$ cat config.mk
export PLATFORM = sky130hd
export DESIGN_NAME = stlf_timing_logic
export DESIGN_NICKNAME = d
export VERILOG_FILES = /design/src/rtl/stlf_timing_logic.v
export VERILOG_INCLUDE_DIRS = /design/src /design/src/rtl
export SDC_FILE = /design/constraint.sdc
export NUM_CORES = 1
export LEC_CHECK = 0
export BUFFER_PORTS_ARGS = -buffer_cell sky130_fd_sc_hd__buf_2
export CAP_MARGIN = 20
export CELL_PAD_IN_SITES_DETAIL_PLACEMENT = 0
export CELL_PAD_IN_SITES_GLOBAL_PLACEMENT = 1
export CORE_MARGIN = 1.5
export CORE_UTILIZATION = 40
export CTS_CLUSTER_SIZE = 25
export DETAILED_ROUTE_END_ITERATION = 8
export PLACE_DENSITY = 0.83
export SETUP_SLACK_MARGIN = 0.15
export SKIP_LAST_GASP = 1
export SYNTH_ARGS = -nofsm -noshare
export SYNTH_HDL_FRONTEND = slang
export SYNTH_SLANG_ARGS = --single-unit
$ cat constraint.sdc
create_clock -name aclk -period 8.25 [get_ports aclk]
set_clock_uncertainty 0.15 [all_clocks]
set_input_delay 0.4125 -clock aclk [delete_from_list [all_inputs] [get_ports aclk]]
set_output_delay 0.4125 -clock aclk [all_outputs]
set_load 0.005 [all_outputs]
$ cat src/rtl/stlf_defines.vh
// Constants for the sensor timing logic block: register map, fields, modes and timing.
`ifndef STLF_DEFINES_VH
`define STLF_DEFINES_VH
`define STLF_ADDR_W 4
`define STLF_REG_CTRL 4'h0
`define STLF_REG_DELAY 4'h4
`define STLF_REG_HOLD 4'h8
`define STLF_REG_STAT 4'hC
`define STLF_CTRL_RST 32'h0000_0000
`define STLF_DELAY_RST 4'h1
`define STLF_HOLD_RST 4'h1
`define STLF_MODE_LSB 0
`define STLF_MODE_MSB 3
`define STLF_DARK_BIT 4
`define STLF_NC_BIT 5
`define STLF_RANGE_LSB 6
`define STLF_RANGE_MSB 7
`define STLF_SET_W 4
`define STLF_SET_MAX 4'hE
`define STLF_RANGE_SHORT 2'h0
`define STLF_RANGE_MID 2'h1
`define STLF_RANGE_LONG 2'h2
`define STLF_TICK_NS_SHORT 10000000
`define STLF_TICK_NS_MID 100000000
`define STLF_TICK_NS_LONG 1000000000
`define STLF_CLK_NS 10
`define STLF_M_ONOFF 4'h0
`define STLF_M_ONDLY 4'h1
`define STLF_M_OFFDLY 4'h2
`define STLF_M_ONOFFDLY 4'h3
`define STLF_M_ONESHOT 4'h4
`define STLF_M_DLYSHOT 4'h5
`define STLF_M_LIMIT 4'h6
`define STLF_M_REPEAT 4'h7
`define STLF_M_ACLATCH 4'h8
`define STLF_M_DCLATCH 4'h9
`define STLF_M_DLYLATCH 4'hA
`define STLF_M_LIMLATCH 4'hB
`define STLF_RESP_OKAY 2'h0
`define STLF_RESP_SLVERR 2'h2
`endif

$ cat src/rtl/stlf_timing_logic.v
// Sensor timing logic: twelve delay, pulse and latch functions behind an AXI4-Lite register port.
`timescale 1ns/1ps
`include "stlf_defines.vh"
// Functional notes
// Twelve selectable timing functions with delay, pulse and latch, single or dual timing.
// Light-operate or dark-operate selects which sensed level counts as input present.
// Delay and hold share one range: 10-150 ms, 0.1-1.5 s or 1-15 s.
// Output polarity setting selects normally open or normally closed output.
// On/off passes input straight through; inhibit forces output off.
// On delay turns on after continuous input for delay; interruption resets timer.
// On delay: inhibit cancels output at once and clears the delay timer.
// On delay: releasing inhibit with input present restarts timing from zero.
// Off delay: on at once, off after hold of absence; inhibit blocks start.
// On and off delay uses delay then hold; momentary inhibit restarts the delay.
// On and off delay: inhibit during output lets the hold time finish.
// One-shot emits hold-long pulse on the active-going input edge.
// One-shot: inhibit blocks new triggers but never shortens a running pulse.
// Delayed one-shot: edge starts delay then hold pulse; rearm needs input removal.
// Delayed one-shot: inhibit during delay aborts; a running pulse completes.
// Limit: output follows input but turns off after hold; removal clears timer.
// Limit: inhibit cancels output; release with input present restarts timer.
// Repeat cycle alternates delay off and hold on; removal finishes the on period.
// Repeat cycle: inhibit stops cycling but lets a running hold period finish.
// AC latch sets on input edge; inhibit clears; relatch needs input reapplied.
// DC latch is on while input present; inhibit forces off, relatches on release.
// Delay and latch latches after delay; input loss or inhibit resets timing.
// Limit and latch: expired limit latches off until an inhibit pulse resets it.
// External controller asserts inhibit by pulling the auxiliary input low.
// Inputs are synchronised; all timing comes from a prescaled tick counter.
// After reset output is off, timers clear and latches reset.
module stlf_timing_logic #(
    parameter CLK_NS = `STLF_CLK_NS,
    parameter TICK_NS_SHORT = `STLF_TICK_NS_SHORT,
    parameter TICK_NS_MID = `STLF_TICK_NS_MID,
    parameter TICK_NS_LONG = `STLF_TICK_NS_LONG
) (
    input wire aclk,
    input wire aresetn,
    input wire s_axi_awvalid,
    output reg s_axi_awready,
    input wire [`STLF_ADDR_W-1:0] s_axi_awaddr,
    input wire [2:0] s_axi_awprot,
    input wire s_axi_wvalid,
    output reg s_axi_wready,
    input wire [31:0] s_axi_wdata,
    input wire [3:0] s_axi_wstrb,
    output reg s_axi_bvalid,
    input wire s_axi_bready,
    output reg [1:0] s_axi_bresp,
    input wire s_axi_arvalid,
    output reg s_axi_arready,
    input wire [`STLF_ADDR_W-1:0] s_axi_araddr,
    input wire [2:0] s_axi_arprot,
    output reg s_axi_rvalid,
    input wire s_axi_rready,
    output reg [31:0] s_axi_rdata,
    output reg [1:0] s_axi_rresp,
    input wire sensor_light,
    input wire aux_inhibit_n,
    output reg relay_out
);
    // Tick periods per range in clock cycles; one tick is a fifteenth-of-range step unit.
    localparam [31:0] DIV_SHORT = TICK_NS_SHORT / CLK_NS;
    localparam [31:0] DIV_MID = TICK_NS_MID / CLK_NS;
    localparam [31:0] DIV_LONG = TICK_NS_LONG / CLK_NS;
    // Phase codes, one-hot.
    localparam [4:0] PH_IDLE = 5'h01;
    localparam [4:0] PH_DLY = 5'h02;
    localparam [4:0] PH_ON = 5'h04;
    localparam [4:0] PH_HOLD = 5'h08;
    localparam [4:0] PH_LOCK = 5'h10;

    reg [31:0] ctrl_q;
    reg [`STLF_SET_W-1:0] delay_q;
    reg [`STLF_SET_W-1:0] hold_q;
    reg [3:0] awaddr_q;
    reg aw_got_q;
    reg w_got_q;
    reg [31:0] wdata_q;
    reg [3:0] wstrb_q;
    reg [2:0] sen_sync_q;
    reg [2:0] inh_sync_q;
    reg sen_q;
    reg inh_q;
    reg present_prev_q;
    reg [31:0] pre_q;
    reg [`STLF_SET_W:0] cnt_q;
    reg [4:0] ph_q;
    reg [4:0] ph_d;
    reg [`STLF_SET_W:0] cnt_d;
    reg clr_pre;
    reg logic_out;
    reg [31:0] div_sel;

    wire [3:0] mode = ctrl_q[`STLF_MODE_MSB:`STLF_MODE_LSB];
    wire [1:0] range = ctrl_q[`STLF_RANGE_MSB:`STLF_RANGE_LSB];
    wire present = sen_q ^ ctrl_q[`STLF_DARK_BIT];
    wire rise = present & ~present_prev_q;
    // The tick is not masked by clr_pre: clr_pre itself depends on the tick, and masking would loop.
    wire tick = (pre_q == div_sel - 32'h0000_0001);
    wire wr_fire = aw_got_q & w_got_q & ~s_axi_bvalid;

    // Only the low four bits are kept and a zero setting is raised to one, so the timer always ends in range.
    function [`STLF_SET_W-1:0] clamp_set;
        input [31:0] v;
        begin
            if (v[`STLF_SET_W-1:0] == 4'h0) begin
                clamp_set = 4'h1;
            end else begin
                clamp_set = v[`STLF_SET_W-1:0];
            end
        end
    endfunction

    // Merge byte lane 0 of a write into a stored word.
    function [31:0] merge_lane;
        input [31:0] old;
        input [31:0] nw;
        input [3:0] strb;
        begin
            merge_lane = old;
            if (strb[0]) begin
                merge_lane[7:0] = nw[7:0];
            end
        end
    endfunction

    // Select the prescaler divide for the programmed range.
    always @* begin
        case (range)
            `STLF_RANGE_SHORT: div_sel = DIV_SHORT;
            `STLF_RANGE_MID: div_sel = DIV_MID;
            default: div_sel = DIV_LONG;
        endcase
    end

    // Three-stage synchronisers; a change is taken only when stages two and three agree.
    always @(posedge aclk) begin
        if (!aresetn) begin
            sen_sync_q <= 3'h0;
            inh_sync_q <= 3'h0;
            sen_q <= 1'b0;
            inh_q <= 1'b0;
        end else begin
            sen_sync_q <= {sen_sync_q[1:0], sensor_light};
            inh_sync_q <= {inh_sync_q[1:0], ~aux_inhibit_n};
            if (sen_sync_q[1] == sen_sync_q[2]) begin
                sen_q <= sen_sync_q[2];
            end
            if (inh_sync_q[1] == inh_sync_q[2]) begin
                inh_q <= inh_sync_q[2];
            end
        end
    end

    // Write channel: address and data are taken in either order, response follows both.
    always @(posedge aclk) begin
        if (!aresetn) begin
            s_axi_awready <= 1'b0;
            s_axi_wready <= 1'b0;
            s_axi_bvalid <= 1'b0;
            s_axi_bresp <= `STLF_RESP_OKAY;
            aw_got_q <= 1'b0;
            w_got_q <= 1'b0;
            awaddr_q <= 4'h0;
            wdata_q <= 32'h0000_0000;
            wstrb_q <= 4'h0;
            ctrl_q <= `STLF_CTRL_RST;
            delay_q <= `STLF_DELAY_RST;
            hold_q <= `STLF_HOLD_RST;
        end else begin
            s_axi_awready <= ~aw_got_q & ~s_axi_awready & s_axi_awvalid;
            s_axi_wready <= ~w_got_q & ~s_axi_wready & s_axi_wvalid;
            if (s_axi_awvalid & s_axi_awready) begin
                aw_got_q <= 1'b1;
                awaddr_q <= s_axi_awaddr;
            end
            if (s_axi_wvalid & s_axi_wready) begin
                w_got_q <= 1'b1;
                wdata_q <= s_axi_wdata;
                wstrb_q <= s_axi_wstrb;
            end
            if (wr_fire) begin
                aw_got_q <= 1'b0;
                w_got_q <= 1'b0;
                s_axi_bvalid <= 1'b1;
                s_axi_bresp <= `STLF_RESP_OKAY;
                case ({awaddr_q[3:2], 2'b00})
                    `STLF_REG_CTRL: ctrl_q <= merge_lane(ctrl_q, wdata_q, wstrb_q);
                    `STLF_REG_DELAY: delay_q <= clamp_set(merge_lane({28'h0, delay_q}, wdata_q, wstrb_q));
                    `STLF_REG_HOLD: hold_q <= clamp_set(merge_lane({28'h0, hold_q}, wdata_q, wstrb_q));
                    default: s_axi_bresp <= `STLF_RESP_SLVERR;
                endcase
            end else if (s_axi_bvalid & s_axi_bready) begin
                s_axi_bvalid <= 1'b0;
            end
        end
    end

    // Read channel: one read at a time, status shows live input, inhibit, phase and output.
    always @(posedge aclk) begin
        if (!aresetn) begin
            s_axi_arready <= 1'b0;
            s_axi_rvalid <= 1'b0;
            s_axi_rdata <= 32'h0000_0000;
            s_axi_rresp <= `STLF_RESP_OKAY;
        end else begin
            s_axi_arready <= ~s_axi_arready & ~s_axi_rvalid & s_axi_arvalid;
            if (s_axi_arvalid & s_axi_arready) begin
                s_axi_rvalid <= 1'b1;
                s_axi_rresp <= `STLF_RESP_OKAY;
                case ({s_axi_araddr[3:2], 2'b00})
                    `STLF_REG_CTRL: s_axi_rdata <= {24'h0, ctrl_q[7:0]};
                    `STLF_REG_DELAY: s_axi_rdata <= {28'h0, delay_q};
                    `STLF_REG_HOLD: s_axi_rdata <= {28'h0, hold_q};
                    `STLF_REG_STAT: s_axi_rdata <= {19'h0, cnt_q, ph_q, present, inh_q, relay_out};
                    default: begin
                        s_axi_rdata <= 32'h0000_0000;
                        s_axi_rresp <= `STLF_RESP_SLVERR;
                    end
                endcase
            end else if (s_axi_rvalid & s_axi_rready) begin
                s_axi_rvalid <= 1'b0;
            end
        end
    end

    // Mode engine: each function is a walk through some of the idle, delay, on, hold and lock phases.
    // The timer restarts whenever a phase begins, so partial ticks never shorten a period.
    always @* begin
        ph_d = ph_q;
        cnt_d = cnt_q;
        clr_pre = 1'b0;
        case (mode)
            `STLF_M_ONOFF, `STLF_M_DCLATCH: begin
                ph_d = (present & ~inh_q) ? PH_ON : PH_IDLE;
            end
            `STLF_M_ONDLY, `STLF_M_DLYLATCH: begin
                if (inh_q | (~present & ((mode == `STLF_M_ONDLY) | ~ph_q[2]))) begin
                    ph_d = PH_IDLE;
                end else if (ph_q[0]) begin
                    ph_d = PH_DLY;
                    clr_pre = 1'b1;
                    cnt_d = 5'h00;
                end else if (ph_q[1] & tick & (cnt_q + 5'h01 >= {1'b0, delay_q})) begin
                    ph_d = PH_ON;
                end
            end
            `STLF_M_OFFDLY, `STLF_M_ONOFFDLY: begin
                if (ph_q[2] | ph_q[3]) begin
                    if (present & ~inh_q) begin
                        ph_d = PH_ON;
                    end else if (ph_q[2]) begin
                        ph_d = PH_HOLD;
                        clr_pre = 1'b1;
                        cnt_d = 5'h00;
                    end else if (tick & (cnt_q + 5'h01 >= {1'b0, hold_q})) begin
                        ph_d = PH_IDLE;
                    end
                end else if (inh_q | ~present) begin
                    ph_d = PH_IDLE;
                end else if (mode == `STLF_M_OFFDLY) begin
                    ph_d = PH_ON;
                end else if (ph_q[0]) begin
                    ph_d = PH_DLY;
                    clr_pre = 1'b1;
                    cnt_d = 5'h00;
                end else if (tick & (cnt_q + 5'h01 >= {1'b0, delay_q})) begin
                    ph_d = PH_ON;
                end
            end
            `STLF_M_ONESHOT, `STLF_M_DLYSHOT: begin
                if (ph_q[3]) begin
                    if (tick & (cnt_q + 5'h01 >= {1'b0, hold_q})) begin
                        ph_d = PH_LOCK;
                    end
                end else if (ph_q[1]) begin
                    if (inh_q) begin
                        ph_d = PH_LOCK;
                    end else if (tick & (cnt_q + 5'h01 >= {1'b0, delay_q})) begin
                        ph_d = PH_HOLD;
                        clr_pre = 1'b1;
                        cnt_d = 5'h00;
                    end
                end else if (rise & ~inh_q) begin
                    ph_d = (mode == `STLF_M_ONESHOT) ? PH_HOLD : PH_DLY;
                    clr_pre = 1'b1;
                    cnt_d = 5'h00;
                end else if (~present) begin
                    ph_d = PH_IDLE;
                end
            end
            `STLF_M_LIMIT, `STLF_M_LIMLATCH: begin
                if (inh_q) begin
                    ph_d = PH_IDLE;
                end else if (ph_q[4]) begin
                    ph_d = ((mode == `STLF_M_LIMIT) & ~present) ? PH_IDLE : PH_LOCK;
                end else if (~present) begin
                    ph_d = PH_IDLE;
                end else if (ph_q[0]) begin
                    ph_d = PH_HOLD;
                    clr_pre = 1'b1;
                    cnt_d = 5'h00;
                end else if (tick & (cnt_q + 5'h01 >= {1'b0, hold_q})) begin
                    ph_d = PH_LOCK;
                end
            end
            `STLF_M_REPEAT: begin
                if (ph_q[3]) begin
                    if (tick & (cnt_q + 5'h01 >= {1'b0, hold_q})) begin
                        ph_d = (present & ~inh_q) ? PH_DLY : PH_IDLE;
                        clr_pre = 1'b1;
                        cnt_d = 5'h00;
                    end
                end else if (inh_q | ~present) begin
                    ph_d = PH_IDLE;
                end else if (ph_q[0]) begin
                    ph_d = PH_DLY;
                    clr_pre = 1'b1;
                    cnt_d = 5'h00;
                end else if (tick & (cnt_q + 5'h01 >= {1'b0, delay_q})) begin
                    ph_d = PH_HOLD;
                    clr_pre = 1'b1;
                    cnt_d = 5'h00;
                end
            end
            `STLF_M_ACLATCH: begin
                if (inh_q) begin
                    ph_d = PH_LOCK;
                end else if (ph_q[2]) begin
                    ph_d = PH_ON;
                end else if (rise) begin
                    ph_d = PH_ON;
                end else if (~present) begin
                    ph_d = PH_IDLE;
                end
            end
            default: ph_d = PH_IDLE;
        endcase
        if (tick & ~clr_pre & (ph_d == ph_q)) begin
            cnt_d = cnt_q + 5'h01;
        end
        if (ph_d != ph_q) begin
            clr_pre = 1'b1;
            cnt_d = 5'h00;
        end
    end

    // Output decode on the next phase, so the relay flop moves together with the phase register.
    // Limit modes time their on period in the hold phase and never drive from the on phase.
    always @* begin
        logic_out = ph_d[2] | ph_d[3];
        if (((mode == `STLF_M_LIMIT) | (mode == `STLF_M_LIMLATCH)) & ph_d[2]) begin
            logic_out = 1'b0;
        end
    end

    // Prescaler, step counter, phase register and output flop.
    always @(posedge aclk) begin
        if (!aresetn) begin
            pre_q <= 32'h0000_0000;
            cnt_q <= 5'h00;
            ph_q <= PH_IDLE;
            present_prev_q <= 1'b1;
            relay_out <= 1'b0;
        end else begin
            if (clr_pre | tick) begin
                pre_q <= 32'h0000_0000;
            end else begin
                pre_q <= pre_q + 32'h0000_0001;
            end
            cnt_q <= cnt_d;
            ph_q <= ph_d;
            present_prev_q <= present;
            relay_out <= logic_out ? ~ctrl_q[`STLF_NC_BIT] : ctrl_q[`STLF_NC_BIT];
        end
    end
endmodule // stlf_timing_logic

==> impl_metrics.csv <==
group,metric,value,unit
outcome,outcome,"complete, no violations",
pwr,p_clk_share,43.5,%
yosys,synth_top_cell_by_area,"dfxtp_1",
grt,grt_util_all_layers,19.2,%
yosys,ys_async_sr_fraction,0,%
critical_path,worstSetupStartpointType,"flip-flop",
cts,clk_pin_slew,60,ps
pwr,p_int,751,uW
placement,gp_congestion,0.929,
drt,drtPass1Iterations,5,
die,die_w,124,um
pwr,ir_drop,0.000117,V
grt,antenna_found_initial,0,
drt,wl_met3,983,um
cts,cts_sinks,100,
critical_path,cp_max_fo,20,
cts,cts_root_buffer,"clkbuf_16",
pwr,powerDensity,151,nW/um2
timing,fin_crit_sh,51.4,%
die,pin_count,101,
cts,cts_hold_buf,0,
yosys,syn_inst,692,
cts,cts_made_buffers,9,
run,drv_cap,0,
layout,drive_above_1_share,13.4,%
grt,gr-total-overflow,0,
grt,grt_max_degree,65,
grt,grt_pass1_wl,23.2,mm
drt,vias_per_cell,5.66,
cts,clk-insertion-delay-late,340,ps
timing,setup_slack,4010,ps
placement,preCtsSetupSlack,4060,ps
layout,area_delta_synth_final,8.58,%
die,row_count,43,
die,core_area,14000,um2
drt,wl_met1,6.38,mm
die,initial_utilization,41.6,%
die,die-area,15300,um2
yosys,synth_ff_type,"dfxtp_1",
pwr,power.switching,204,uW
layout,final_net_count,774,
timing,max_clock_freq,236,MHz
timing,relSlewSlack,38.0,%
yosys,synthTopCellsByArea,"dfxtp_1 (34%), nand2_1 (5.0%), xor2_1 (3.3%)",
pwr,power.share.switching,21.4,%
critical_path,required,8370,ps
cts,cts_resized,0,
pwr,seqPwrFrac,52.1,%
timing,setup_viol_count_final,0,
drt,drtIter0Drc,289,
drt,highest_layer,"met4",
yosys,yosys.cell_types.count,75,
layout,post-route-cell-area,6340,um2
drt,drt-total-wl,14.1,mm
layout,num_antenna_cells,0,
timing,hold_viol,0,
yosys,yosys.area.top_type_share,34.3,%
placement,port_buffers,41,
drt,via_count,5030,
cts,postCtsSetupRepairBufs,0,
yosys,syn_avg_cell_area,8.43,um2
min_path,hold_path.class,"in -> reg",
timing,tightest_slew,930,ps
yosys,synth_area,5840,um2
placement,dp_hpwl,9.89,mm
cts,cts_tree,"done",
drt,met2RoutedLength,6.33,mm
yosys,seq_area_frac_synth,34.3,%
timing,fin_tns_setup,0,ps
cts,htreeDepth,3,
yosys,synth-seq-cells,100,
timing,drv_slew,0,
yosys,synth_edf_count,0,
drt,drt-wirelength-per-cell,15.8,um
drt,drc,0,
yosys,yosysWarnings,0,
critical_path,crit_type,"reg -> reg",
critical_path,crit_arrival,4360,ps
die,fp.dieH,124,um
grt,first_global_vias,4664,
placement,placed_area,6040,um2
cts,clock_path_buffers,2,
timing,rsz0062_at_grt,"false",
drt,ant_nets,0,
pwr,p_leak,0.00231,uW
pwr,comb_power_share,4.4,%
critical_path,cp-end-kind,"flip-flop",
timing,min_period,4240,ps
## worst max-delay path, cell delays in order (launching register included)
cell,delay [ps]
dfxtp_1,480
ha_1,260
xor2_1,230
ha_1,270
o21a_1,170
a211oi_1,530
nor4_4,180
mux2i_1,200
or4_4,470
a221oi_4,300
o2111ai_4,420
buf_16,320
nor3_1,180
## kinds of logic (layout without fill, tap and decap cells)
| kind of cell | Yosys count | after routing | synth area share [%] |
|---|---|---|---|
| buf+inv | 80 | 76 | 7.05 |
| flops | 100 | 100 | 34.3 |
| compound gates | 134 | 134 | 17.0 |
| xor+xnor | 40 | 40 | 6.00 |
| other cells | 1 | 22 | 0.0643 |
| fa+ha+maj | 10 | 10 | 2.14 |
| mux | 21 | 21 | 4.48 |
| simple gates | 306 | 306 | 28.9 |
## Yosys cell counts, types with 4 or more instances
library cell,instances
dfxtp_1,100
nand2_1,78
nor2_1,49
clkbuf_1,34
nand3_1,29
a21boi_0,23
buf_4,23
nor3_1,23
xor2_1,22
nor2b_1,20
a21oi_1,19
o21ai_0,18
xnor2_1,18
inv_1,17
mux2i_1,16
nor3_2,15
and3_1,14
nor3b_1,14
nand2b_1,12
and2_1,11
ha_1,10
nor4_1,8
a211o_1,6
a211oi_1,6
a221oi_1,6
a22oi_1,6
a31oi_1,6
nand4_1,6
mux4_2,4
o21a_1,4
o22ai_1,4
o31ai_1,4
or3_1,4
## through the flow
step	hold slack [ps]	utilization, %	power, uW	std cells
2_1_floorplan	262	-	543	713
3_3_place_gp	267	42.8	547	873
5_1_grt	69.3	45.1	989	889
6_report	67.1	45.1	954	889
4_1_cts	61.5	45.1	963	889
3_5_place_dp	290	43.0	550	874
## power groups by stage
stage	clock, uW	combinational [uW]	sequential, uW
after detailed placement	0	42.7	508
after floorplan	0	36.7	506
after global routing	443	48.2	498
after global placement	0	39.9	507
after CTS	424	42.8	497
final	415	42.5	497
## sequential cells by signal, summed over array words and instances, names as in the netlist, 2 cells and up
signal	count
ctrl_q	8
wdata_q	8
awaddr_q	2
pre_q	32
sen_sync_q	3
inh_sync_q	3
s_axi_rdata	13
ph_q	5
cnt_q	5
hold_q	4
delay_q	4
## layout make-up
| type | instances | area [um2] |
|---|---|---|
| repair buffers | 44 | 248 |
| inverters | 17 | 63.8 |
| clock inverters | 4 | 48.8 |
| fillers | 1355 | 7710 |
| flip-flops and latches | 100 | 2000 |
| well taps | 180 | 225 |
| clock buffers | 11 | 243 |
| multi-input cells | 533 | 3510 |
## final timing paths
path / endpoint / cells past startpoint / slack [ps] / from
setup / recovery: pre_q[6] / 12 / 4010 / cnt_q[0]
hold / removal: inh_sync_q[0] / 2 / 70 / aux_inhibit_n
setup reg to reg: pre_q[6] / 12 / 4010 / cnt_q[0]
hold reg to reg: s_axi_awready / 1 / 300 / aw_got_q
## cells in the final DEF (no fill, tap or decap), types with 9 or more instances in the layout
cell type  count
a21boi_0      23
a21oi_1       19
and2_1        11
and3_1        14
buf_2         41
clkbuf_16      9
conb_1        22
dfxtp_1      100
ha_1          10
inv_1         17
mux2i_1       16
nand2_1       78
nand2b_1      12
nand3_1       29
nor2_1        49
nor2b_1       20
nor3_1        22
nor3_2        16
nor3b_1       14
o21ai_0       18
xnor2_1       18
xor2_1        22
## metal layers
layer	vias to the layer above	track usage, %
li1	2454	-
met5	-	0
met2	212	30.0
met1	2332	25.8
met4	0	8.33
met3	32	3.48
Note: power is estimated with default switching activity, not from simulation.
